<file path="src/port_g_pkg.sv">
// Purpose: shared constants of the eight-line general purpose port
// Assumes: 32-bit APB data, one register per aligned word
// Notes: offsets are byte addresses inside the port window

package port_g_pkg;

  localparam int LINES = 8;

  // bus window
  localparam logic [31:0] PORT_BASE_ADDR = 32'h4000_0180;
  localparam int WIN_LSB = 6;
  localparam int OFS_W = 6;

  // register offsets
  localparam logic [5:0] OFS_PIN_DATA = 6'h00;
  localparam logic [5:0] OFS_OUTPUT_ENABLE = 6'h04;
  localparam logic [5:0] OFS_FUNCTION_ONE = 6'h08;
  localparam logic [5:0] OFS_RESERVED = 6'h10;
  localparam logic [5:0] OFS_OPEN_DRAIN = 6'h28;
  localparam logic [5:0] OFS_PULLUP = 6'h2c;
  localparam logic [5:0] OFS_INPUT_ENABLE = 6'h38;

  // reset values and unused upper bits
  localparam logic [7:0] LINE_RESET = 8'h00;
  localparam logic [23:0] UPPER_ZERO = 24'h000000;
  localparam logic [31:0] WORD_ZERO = 32'h0000_0000;

  // function select bit positions
  localparam int FN_SERIAL_ZERO_OUT = 0;
  localparam int FN_SERIAL_ZERO_IN = 1;
  localparam int FN_SERIAL_ZERO_CLK = 2;
  localparam int FN_EXT_INT_FOUR = 3;
  localparam int FN_SERIAL_TWO_OUT = 4;
  localparam int FN_SERIAL_TWO_IN = 5;
  localparam int FN_SERIAL_TWO_CLK = 6;
  localparam int FN_TIMER_EIGHT = 7;

  // lines whose alternate function is input only
  localparam logic [7:0] INPUT_ONLY_LINES = 8'h08;

endpackage

</file>
<file path="src/pin_sync3.sv">
// Purpose: three flip-flop synchroniser for one pin input
// Assumes: pin changes slowly compared with the clock
// Notes: a new level is accepted once stages two and three agree

`timescale 1ns/10ps

module pin_sync3 (
  input wire logic clk_i,
  input wire logic rst_n_i,
  input wire logic pin_i,
  output logic level_o
);

  logic stage1_ff;
  logic stage2_ff;
  logic stage3_ff;

  always_ff @(posedge clk_i or negedge rst_n_i) begin
    if (!rst_n_i) begin
      stage1_ff <= 1'b0;
      stage2_ff <= 1'b0;
      stage3_ff <= 1'b0;
    end else begin
      stage1_ff <= pin_i;
      stage2_ff <= stage1_ff;
      stage3_ff <= stage2_ff;
    end
  end

  // stage one feeds stage two only
  always_ff @(posedge clk_i or negedge rst_n_i) begin
    if (!rst_n_i) begin
      level_o <= 1'b0;
    end else if (stage2_ff == stage3_ff) begin
      level_o <= stage3_ff;
    end
  end

endmodule

</file>
<file path="src/line_drive_cell.sv">
// Purpose: drive decision for one port line
// Assumes: alternate peripheral supplies its own value and drive request
// Notes: purely combinational, the top registers the result

`timescale 1ns/10ps

module line_drive_cell (
  input wire logic port_val_i,
  input wire logic out_en_i,
  input wire logic open_drain_i,
  input wire logic alt_sel_i,
  input wire logic alt_val_i,
  input wire logic alt_oe_i,
  input wire logic input_only_i,
  input wire logic pins_off_i,
  output logic drive_val_o,
  output logic drive_oe_n_o
);

  logic val;
  logic en;

  always_comb begin
    val = alt_sel_i ? alt_val_i : port_val_i;
    en = out_en_i & ~pins_off_i & ~(alt_sel_i & input_only_i) & (~alt_sel_i | alt_oe_i);
    // open drain only ever pulls low, the pull-up or bus gives the high
    drive_val_o = open_drain_i ? 1'b0 : val;
    drive_oe_n_o = ~(en & (~open_drain_i | ~val));
  end

endmodule

</file>
<file path="src/port_g_gpio.sv">
// Purpose: eight-line general purpose port with alternate functions on APB
// Assumes: stop mode and standby drive control come from the same clock domain
// Notes: one wait state on every APB access; pins pass a three-stage synchroniser
//
// Implementation choice: register access over APB.

`timescale 1ns/10ps

module port_g_gpio
  import port_g_pkg::*;
(
  input wire logic REF_CLK_I,
  input wire logic RESET_N_I,
  input wire logic PSEL_I,
  input wire logic PENABLE_I,
  input wire logic PWRITE_I,
  input wire logic [31:0] PADDR_I,
  input wire logic [31:0] PWDATA_I,
  output logic [31:0] PRDATA_O,
  output logic PREADY_O,
  output logic PSLVERR_O,
  input wire logic [7:0] PIN_I,
  output logic [7:0] PIN_O,
  output logic [7:0] PIN_OE_N_O,
  output logic [7:0] PULLUP_EN_O,
  input wire logic [7:0] ALT_OUT_I,
  input wire logic [7:0] ALT_OE_I,
  output logic [7:0] ALT_IN_O,
  output logic EXT_INT_FOUR_O,
  input wire logic STOP_MODE_I,
  input wire logic PIN_DRIVE_IN_STANDBY_I
);

  ////////////////////////////////////////////////////////////////////////////
  // reset release

  logic [1:0] rst_sync_ff;
  logic rst_n;

  always_ff @(posedge REF_CLK_I or negedge RESET_N_I) begin
    if (!RESET_N_I) begin
      rst_sync_ff <= 2'b00;
    end else begin
      rst_sync_ff <= {rst_sync_ff[0], 1'b1};
    end
  end

  assign rst_n = rst_sync_ff[1];

  ////////////////////////////////////////////////////////////////////////////
  // registers

  logic [7:0] pin_data_ff;
  logic [7:0] output_enable_ff;
  logic [7:0] function_one_ff;
  logic [7:0] open_drain_ff;
  logic [7:0] pullup_ff;
  logic [7:0] input_enable_ff;

  ////////////////////////////////////////////////////////////////////////////
  // apb decode

  logic [OFS_W-1:0] offset;
  logic win_hit;
  logic reg_hit;
  logic access_phase;
  logic wr_commit;
  logic [31:0] nxt_rdata;

  assign offset = PADDR_I[OFS_W-1:0];
  assign win_hit = (PADDR_I[31:WIN_LSB] == PORT_BASE_ADDR[31:WIN_LSB]);
  // the reserved word and every hole answer with an error, nothing stored
  assign reg_hit = win_hit && ((offset == OFS_PIN_DATA) || (offset == OFS_OUTPUT_ENABLE) ||
                   (offset == OFS_FUNCTION_ONE) || (offset == OFS_OPEN_DRAIN) ||
                   (offset == OFS_PULLUP) || (offset == OFS_INPUT_ENABLE));
  assign access_phase = PSEL_I & PENABLE_I;
  assign wr_commit = access_phase & PREADY_O & PWRITE_I & reg_hit;

  logic [7:0] pin_level;
  logic [7:0] data_view;

  // lines read as inputs show the pin, driven lines show the latch
  assign data_view = (input_enable_ff & ~output_enable_ff & pin_level) |
                     (~(input_enable_ff & ~output_enable_ff) & pin_data_ff);

  always_comb begin
    nxt_rdata = WORD_ZERO;
    if (win_hit) begin
      case (offset)
        OFS_PIN_DATA: nxt_rdata = {UPPER_ZERO, data_view};
        OFS_OUTPUT_ENABLE: nxt_rdata = {UPPER_ZERO, output_enable_ff};
        OFS_FUNCTION_ONE: nxt_rdata = {UPPER_ZERO, function_one_ff};
        OFS_OPEN_DRAIN: nxt_rdata = {UPPER_ZERO, open_drain_ff};
        OFS_PULLUP: nxt_rdata = {UPPER_ZERO, pullup_ff};
        OFS_INPUT_ENABLE: nxt_rdata = {UPPER_ZERO, input_enable_ff};
        default: nxt_rdata = WORD_ZERO;
      endcase
    end
  end

  // one wait state: ready rises in the second access cycle, drops after
  always_ff @(posedge REF_CLK_I or negedge rst_n) begin
    if (!rst_n) begin
      PREADY_O <= 1'b0;
      PSLVERR_O <= 1'b0;
      PRDATA_O <= WORD_ZERO;
    end else if (access_phase && !PREADY_O) begin
      PREADY_O <= 1'b1;
      PSLVERR_O <= ~reg_hit;
      PRDATA_O <= PWRITE_I ? WORD_ZERO : nxt_rdata;
    end else begin
      PREADY_O <= 1'b0;
      PSLVERR_O <= 1'b0;
      PRDATA_O <= WORD_ZERO;
    end
  end

  always_ff @(posedge REF_CLK_I or negedge rst_n) begin
    if (!rst_n) begin
      pin_data_ff <= LINE_RESET;
      output_enable_ff <= LINE_RESET;
      function_one_ff <= LINE_RESET;
      open_drain_ff <= LINE_RESET;
      pullup_ff <= LINE_RESET;
      input_enable_ff <= LINE_RESET;
    end else if (wr_commit) begin
      case (offset)
        OFS_PIN_DATA: pin_data_ff <= PWDATA_I[7:0];
        OFS_OUTPUT_ENABLE: output_enable_ff <= PWDATA_I[7:0];
        OFS_FUNCTION_ONE: function_one_ff <= PWDATA_I[7:0];
        OFS_OPEN_DRAIN: open_drain_ff <= PWDATA_I[7:0];
        OFS_PULLUP: pullup_ff <= PWDATA_I[7:0];
        OFS_INPUT_ENABLE: input_enable_ff <= PWDATA_I[7:0];
        default: pin_data_ff <= pin_data_ff;
      endcase
    end
  end

  ////////////////////////////////////////////////////////////////////////////
  // pin side

  logic pins_off;
  logic [7:0] nxt_pin;
  logic [7:0] nxt_oe_n;
  logic input_open;
  logic nxt_ext_int;

  // standby drive control cuts pins only inside stop
  assign pins_off = STOP_MODE_I & ~PIN_DRIVE_IN_STANDBY_I;
  assign input_open = ~pins_off;

  genvar gi;
  generate
    for (gi = 0; gi < LINES; gi++) begin : g_line
      pin_sync3 u_sync (
        .clk_i(REF_CLK_I),
        .rst_n_i(rst_n),
        .pin_i(PIN_I[gi]),
        .level_o(pin_level[gi])
      );
      line_drive_cell u_drive (
        .port_val_i(pin_data_ff[gi]),
        .out_en_i(output_enable_ff[gi]),
        .open_drain_i(open_drain_ff[gi]),
        .alt_sel_i(function_one_ff[gi]),
        .alt_val_i(ALT_OUT_I[gi]),
        .alt_oe_i(ALT_OE_I[gi]),
        .input_only_i(INPUT_ONLY_LINES[gi]),
        .pins_off_i(pins_off),
        .drive_val_o(nxt_pin[gi]),
        .drive_oe_n_o(nxt_oe_n[gi])
      );
    end
  endgenerate

  // function bits choose the port latch or the peripheral output per line
  always_ff @(posedge REF_CLK_I or negedge rst_n) begin
    if (!rst_n) begin
      PIN_O <= LINE_RESET;
      PIN_OE_N_O <= ~LINE_RESET;
    end else begin
      PIN_O <= nxt_pin;
      PIN_OE_N_O <= nxt_oe_n;
    end
  end

  // pull-ups follow the register in every mode; pins_off does not release them in stop
  always_ff @(posedge REF_CLK_I or negedge rst_n) begin
    if (!rst_n) begin
      PULLUP_EN_O <= LINE_RESET;
    end else begin
      PULLUP_EN_O <= pullup_ff;
    end
  end

  // peripherals see a line only when its input path is open
  always_ff @(posedge REF_CLK_I or negedge rst_n) begin
    if (!rst_n) begin
      ALT_IN_O <= LINE_RESET;
    end else begin
      ALT_IN_O <= pin_level & input_enable_ff & function_one_ff & {LINES{input_open}};
    end
  end

  // interrupt path ignores the function bit unless pins_off; users must mask
  always_comb begin
    if (!STOP_MODE_I) begin
      nxt_ext_int = pin_level[FN_EXT_INT_FOUR] & input_enable_ff[FN_EXT_INT_FOUR];
    end else if (pins_off) begin
      nxt_ext_int = pin_level[FN_EXT_INT_FOUR] & input_enable_ff[FN_EXT_INT_FOUR] &
                    function_one_ff[FN_EXT_INT_FOUR];
    end else begin
      nxt_ext_int = pin_level[FN_EXT_INT_FOUR] & input_enable_ff[FN_EXT_INT_FOUR];
    end
  end

  always_ff @(posedge REF_CLK_I or negedge rst_n) begin
    if (!rst_n) begin
      EXT_INT_FOUR_O <= 1'b0;
    end else begin
      EXT_INT_FOUR_O <= nxt_ext_int;
    end
  end
endmodule

</file>
<file path="config.mk">
export PLATFORM = sky130hd
export DESIGN_NAME = port_g_gpio
export DESIGN_NICKNAME = d
export VERILOG_FILES = /design/src/port_g_pkg.sv /design/src/pin_sync3.sv /design/src/line_drive_cell.sv /design/src/port_g_gpio.sv
export SDC_FILE = /design/constraint.sdc
export NUM_CORES = 1
export LEC_CHECK = 0
export ABC_AREA = 0
export BUFFER_PORTS_ARGS = -buffer_cell sky130_fd_sc_hd__buf_2
export CAP_MARGIN = 20
export CORE_ASPECT_RATIO = 0.75
export CORE_UTILIZATION = 49
export CTS_CLUSTER_DIAMETER = 80
export DETAILED_ROUTE_END_ITERATION = 8
export GPL_ROUTABILITY_DRIVEN = 0
export GPL_TIMING_DRIVEN = 0
export MAX_ROUTING_LAYER = met4
export PLACE_DENSITY = 0.77
export SKIP_CTS_REPAIR_TIMING = 1
export SYNTH_ARGS = -nofsm -noshare
export SYNTH_HDL_FRONTEND = slang
export SYNTH_HIERARCHICAL = 1
export SYNTH_SLANG_ARGS = --single-unit
</file>
<file path="constraint.sdc">
create_clock -name REF_CLK_I -period 4.5 [get_ports REF_CLK_I]
set_clock_uncertainty 0.1 [all_clocks]
set_input_delay 0.45 -clock REF_CLK_I [delete_from_list [all_inputs] [get_ports REF_CLK_I]]
set_output_delay 0.45 -clock REF_CLK_I [all_outputs]
set_load 0.01 [all_outputs]
</file>
==> run metrics, run 1 <==
outcome finished clean; routed length on met2 5.72 mm; overall global routing resource usage 23.4%; number of synthesized register bits 125; Rows 32; clk_lat worst skew 410 ps; clock share of power 48.6%; fill count 765; placed cell count 680; max incr delay on CP 740 ps; worst path bufs/invs 1; sw frac 21.6%; multi-input logic area 0.00197 mm^2; CTS Root Cell clkbuf_16; critical path's top delay family simple AND/OR/NAND/NOR gates; total negative slack 0 ps; via count 3739; die area 0.0112 mm^2; Seq/Total Area, Yosys 59.5%; Mean Syn Cell Area 13.2 um^2; Die Ht 91.8 um; EDFF count, synth 0; post-route setup slack 2010 ps; worst min path class in2reg; yosys warns 6; Rel. slew slack 35.7%; Detail Route Antenna Nets 0; Core Region 0.0104 mm^2; Seq pwr share 46.2%; overall power 2.52 mW; CP max FO 10; met3 wire len 1.03 mm; GRT Residual Overflow 0; # Max-Cap Violations 0; most frequent cell after synthesis dfrtp_1; DR top layer met4; Synth top area share 55.5%; synth top area cells dfrtp_1 (56%), mux2_2 (11%), dfstp_2 (4.0%), buf_4 (3.4%), mux2_4 (2.3%); most instantiated cells after synthesis dfrtp_1 (117), mux2_2 (53), buf_4 (24); reg2reg setup slack 2120 ps; clock sinks 125; Worst EP required 4690 ps; DR DRC count 0; dpl ws 1660 ps; final setup violation count 0; first-pass GRT wire length 18.6 mm; routed length on met1 4.87 mm; final worst path period share 55.3%; number of global-route vias before repair 3759; CP endpoint kind register; DIE WIDTH 122 um; RSZ-0062 raised after global routing false; Final Non-Filler Cells 713; Routed WL per cell 16.6 um; Slew @ Worst Pin 964 ps; Longest Clk Path Bufs 2; Initial Utilization 50.8%; drt via density 5.24; crit path launch type primary input; total CTS buffers 17; slowest cell on the critical path nor2_1; Net count, final 659; crit path time final 2490 ps; Internal Power 1.97 mW; P per Cell Area 375 mW/mm^2; synthesized cell area 0.00527 mm^2; WS Path Type in2reg; Max Slew Vio Count 0; Top FF cell, synth dfrtp_1; Critical Path AT 2680 ps; dominant cell type by area after synthesis dfrtp_1; Max H-tree Level 4; Syn-to-layout area delta 27.5%; Net Switching 0.544 mW; initial antenna violation count 1; Yosys cell types 50; Logic pwr share 5.2%; fmax 0.402 GHz; DRT iter0 DRCs 331; CTS tree done; LEAKAGE 3.41 nW; layout cells sized above 1 45.0%; Routed Wire Length 11.8 mm; pin count of the biggest net entering global routing 48; Port Buffers 112; CP Cell Sequence clkbuf_1, nor2_1, nand2_1, nor4_4, mux2_2; clock-pin slew on the worst setup and hold paths 50 ps; dpl hpwl 7.83 mm; Peak VDD IR 0.000230 V; Mapped Cells 399; Async SR Flop Fraction 100%; Hold Violations, Final 0; FF+latch area 0.00314 mm^2; Pre-Repair DR Iteration Count 4; # IOs 162
==> flip-flops by register name, indices dropped and copies added, names as in the netlist <==
signal and cells:
input_enable_ff 8, ALT_IN_O 8, g_line.u_sync/stage1_ff 8, output_enable_ff 8, pin_data_ff 8, g_line.u_sync/stage2_ff 8, open_drain_ff 8, pullup_ff 8
g_line.u_sync/stage3_ff 8, g_line.u_sync/level_o 8, PULLUP_EN_O 8, function_one_ff 8, PRDATA_O 8, PIN_OE_N_O 8, PIN_O 8, PSLVERR_O 1
EXT_INT_FOUR_O 1, PREADY_O 1, rst_sync_ff 2
==> final timing paths <==
| check | startpoint | endpoint | depth (start not counted) |
|---|---|---|---|
| min in group asynchronous | rst_sync_ff[1] | g_line[7].u_sync/stage1_ff | 0 |
| min reg2reg | rst_sync_ff[1] | g_line[7].u_sync/stage1_ff | 0 |
| max reg2reg | PREADY_O | open_drain_ff[7] | 3 |
| max in group asynchronous | rst_sync_ff[1] | PIN_OE_N_O[1] | 2 |
| max | PADDR_I[4] | function_one_ff[7] | 5 |
| min | PIN_I[4] | g_line[4].u_sync/stage1_ff | 1 |
==> final cells by class <==
type | count | area share (%)
antenna | 1 | 0.0372
buffer | 35 | 3.35
clock buffer | 25 | 7.52
clock inverter | 6 | 0.521
inverter | 16 | 0.893
multi-input combinational | 254 | 29.2
sequential | 125 | 46.7
tap | 136 | 2.53
timing repair buffer | 115 | 9.19
==> metrics by stage <==
stage                     utilization, %  instance area [um^2]  hold WS (ps)
after global routing                64.8                  6720          27.0
after detailed placement            59.5                  6170           136
final                               64.8                  6720          38.9
after global placement              59.0                  6120           135
after CTS                           64.7                  6710          -299
after floorplan                        -                  5390          54.4
==> metal layers <==
layer	up-vias	global-route usage, %
li1	1690	-
met1	1852	29.3
met5	-	-
met2	177	35.1
met4	0	10.2
met3	20	7.15
==> power by group through the flow <==
stage	logic (mW)	clock network [mW]	registers, mW
global route	0.145	1.30	1.17
detailed placement	0.130	0	1.18
CTS	0.131	1.24	1.16
finish	0.131	1.22	1.16
floorplan	0.0599	0	1.19
global placement	0.107	0	1.20
==> cells by family after synthesis <==
family / share of synthesized area [%]
other: 0.142
adder cells (fa/ha/maj): 1.71
multiplexers: 14.2
flip-flops: 59.5
AO/OA/AOI/OAI: 7.14
AND/OR/NAND/NOR: 11.9
buffers and inverters: 5.41
==> layout by cell type (no fill, tap or decap), types with 2 or more instances in the layout <==
cell	instances
nand2b_1	17
nor2_1	18
clkinvlp_4	2
clkinv_2	4
nor2b_1	9
a31oi_1	6
mux2_1	2
clkbuf_16	17
nor4_1	3
a221o_1	8
buf_2	115
inv_1	16
o211ai_1	7
buf_4	24
or3_1	2
nand3_1	9
mux2_2	53
nand2_1	17
mux2_4	8
dfrtp_1	116
maj3_2	8
and4bb_2	2
clkbuf_8	5
nor3_1	3
a22o_1	7
conb_1	33
nor4_4	4
a21oi_1	8
dfstp_2	8
o21ai_0	8
clkbuf_1	10
No activity file was read; power rests on OpenSTA's default activity.
==> run 2: changes to the inputs <==
==> constraint.sdc (replaced) <==
create_clock -name REF_CLK_I -period 2.5 [get_ports REF_CLK_I]
set_clock_uncertainty 0.1 [all_clocks]
set_input_delay 0.25 -clock REF_CLK_I [delete_from_list [all_inputs] [get_ports REF_CLK_I]]
set_output_delay 0.25 -clock REF_CLK_I [all_outputs]
set_load 0.01 [all_outputs]
==> run 2 against run 1 <==
Register-to-register slack worse by 2000 ps; sequential share of layout area is 0.77 points lower; combinational power is 80% higher; flip-flop and latch count stayed put; first-iteration DRC count is 16% lower; largest cell class unchanged.
==> run metrics, run 2 (synthesis gave the netlist of run 1 again) <==
max incr delay on CP 890 ps; Internal Power 3.81 mW; Pre-Repair DR Iteration Count 5; clock sinks 125; most frequent cells in the layout dfrtp_1 (116), buf_2 (115), mux2_2 (53), conb_1 (33), buf_4 (24); # IOs 162; Util after Layout 65.9%; fmax 0.428 GHz; via count 3740; dpl hpwl 7.75 mm; drt via density 5.19; Peak VDD IR 0.000588 V; LEAKAGE 3.47 nW; CP max FO 8; clock-pin slew on the worst setup and hold paths 50 ps; CP endpoint kind register; worst hold slack 10.3 ps; WS Path Type reg2reg; Die Ht 91.8 um; DIE WIDTH 122 um; Worst Setup SP PREADY_O; layout cells sized above 1 44.0%; # Max-Cap Violations 0; Post-DP Area 0.00615 mm^2; Initial Utilization 50.8%; clock share of power 51.4%; Longest Clk Path Bufs 2; Worst EP required 2690 ps; overall power 4.80 mW; Net count, final 666; DRT iter0 DRCs 278; crit path launch type register; initial antenna violation count 0; Seq pwr share 43.7%; Hold Violations, Final 0; total CTS buffers 17; Final Non-Filler Cells 720; outcome finished clean; Routed WL per cell 16.2 um; Hold Crit Depth 3; worst path bufs/invs 0; CP Cell Sequence nand4_1, nor4_4, mux2_2; die area 0.0112 mm^2; hold path start PENABLE_I; CTS Root Cell clkbuf_16; Net Switching 0.990 mW; sw frac 20.6%; Slew @ Worst Pin 910 ps; Rel. slew slack 39.3%; first-pass GRT wire length 18.3 mm; crit path time final 2340 ps; final instance area 0.00684 mm^2; overall global routing resource usage 23.2%; worst flop-to-flop path startpoint PREADY_O; Port Buffers 112; Core Region 0.0104 mm^2; diode count 0; number of global-route vias before repair 3591; Rows 32; Routed Wire Length 11.7 mm; Logic pwr share 4.9%; P per Cell Area 703 mW/mm^2; Detail Route Antenna Nets 0; Max H-tree Level 4; critical path's top delay family simple AND/OR/NAND/NOR gates; Critical Path AT 2520 ps; RSZ-0062 raised after global routing false; final worst path period share 93.5%; GRT Residual Overflow 0; fill count 762; placed cell count 679; slowest cell on the critical path nor4_4; WP depth 3; post-route setup slack 163 ps; pin count of the biggest net entering global routing 69; Max Slew Vio Count 0; Worst R2R Path Depth 3; dpl ws -63.6 ps; final setup violation count 0; commonest non-fill, non-tap cell in the layout dfrtp_1; total negative slack 0 ps; CTS tree done; worst min path class in2reg; DR DRC count 0; clk_lat worst skew 410 ps; Syn-to-layout area delta 29.7%
run 2: cell types whose count changed in the layout (fill, tap and decap cells not counted), sizes merged:
cell | previous run | this run
bufinv | 0 | 3
diode | 1 | 0
clkinvlp | 2 | 0
dlygate4sd3 | 1 | 9
buf | 142 | 141
run 2: power groups by stage:
| stage | Sequential, mW | Combinational (mW) | Clock [mW] |
|---|---|---|---|
| 2_1_floorplan | 2.14 | 0.108 | 0 |
| 6_report | 2.10 | 0.236 | 2.47 |
| 3_5_place_dp | 2.14 | 0.224 | 0 |
| 4_1_cts | 2.10 | 0.225 | 2.50 |
| 5_1_grt | 2.11 | 0.262 | 2.59 |
| 3_3_place_gp | 2.15 | 0.193 | 0 |
run 2: final timing paths:
| check | endpoint | slack (ps) |
|---|---|---|
| worst min-delay path | PREADY_O | 10 |
| worst max-delay path | open_drain_ff[0] | 160 |
| worst max register to register | open_drain_ff[0] | 160 |
| max in group asynchronous | PIN_OE_N_O[1] | 1220 |
| min in group asynchronous | rst_sync_ff[1] | 50 |
| worst min register to register | g_line[6].u_sync/stage2_ff | 250 |
run 2: layout make-up:
cell class                      instances  area (um^2)  area share, %
Multi-Input combinational cell        254         1970           28.8
Timing Repair Buffer                  122          678           9.92
Clock inverter                          7          110           1.61
Tap cell                              136          170           2.49
Buffer                                 35          225           3.29
Clock buffer                           25          485           7.10
Sequential cell                       125         3140           46.0
Inverter                               16         60.1          0.878
run 2: tightest hold or removal path: stages:
cell and delay [ps]:
buf_2 100, nand2_1 70, nor2_1 60
run 2: routing by layer:
metal,track usage [%],share of wire [%],vias up
met2,34.8,47,166
met1,29.9,42,1848
met4,7.20,1.1,0
met3,7.52,9.3,18
li1,-,-,1708
met5,-,0,-
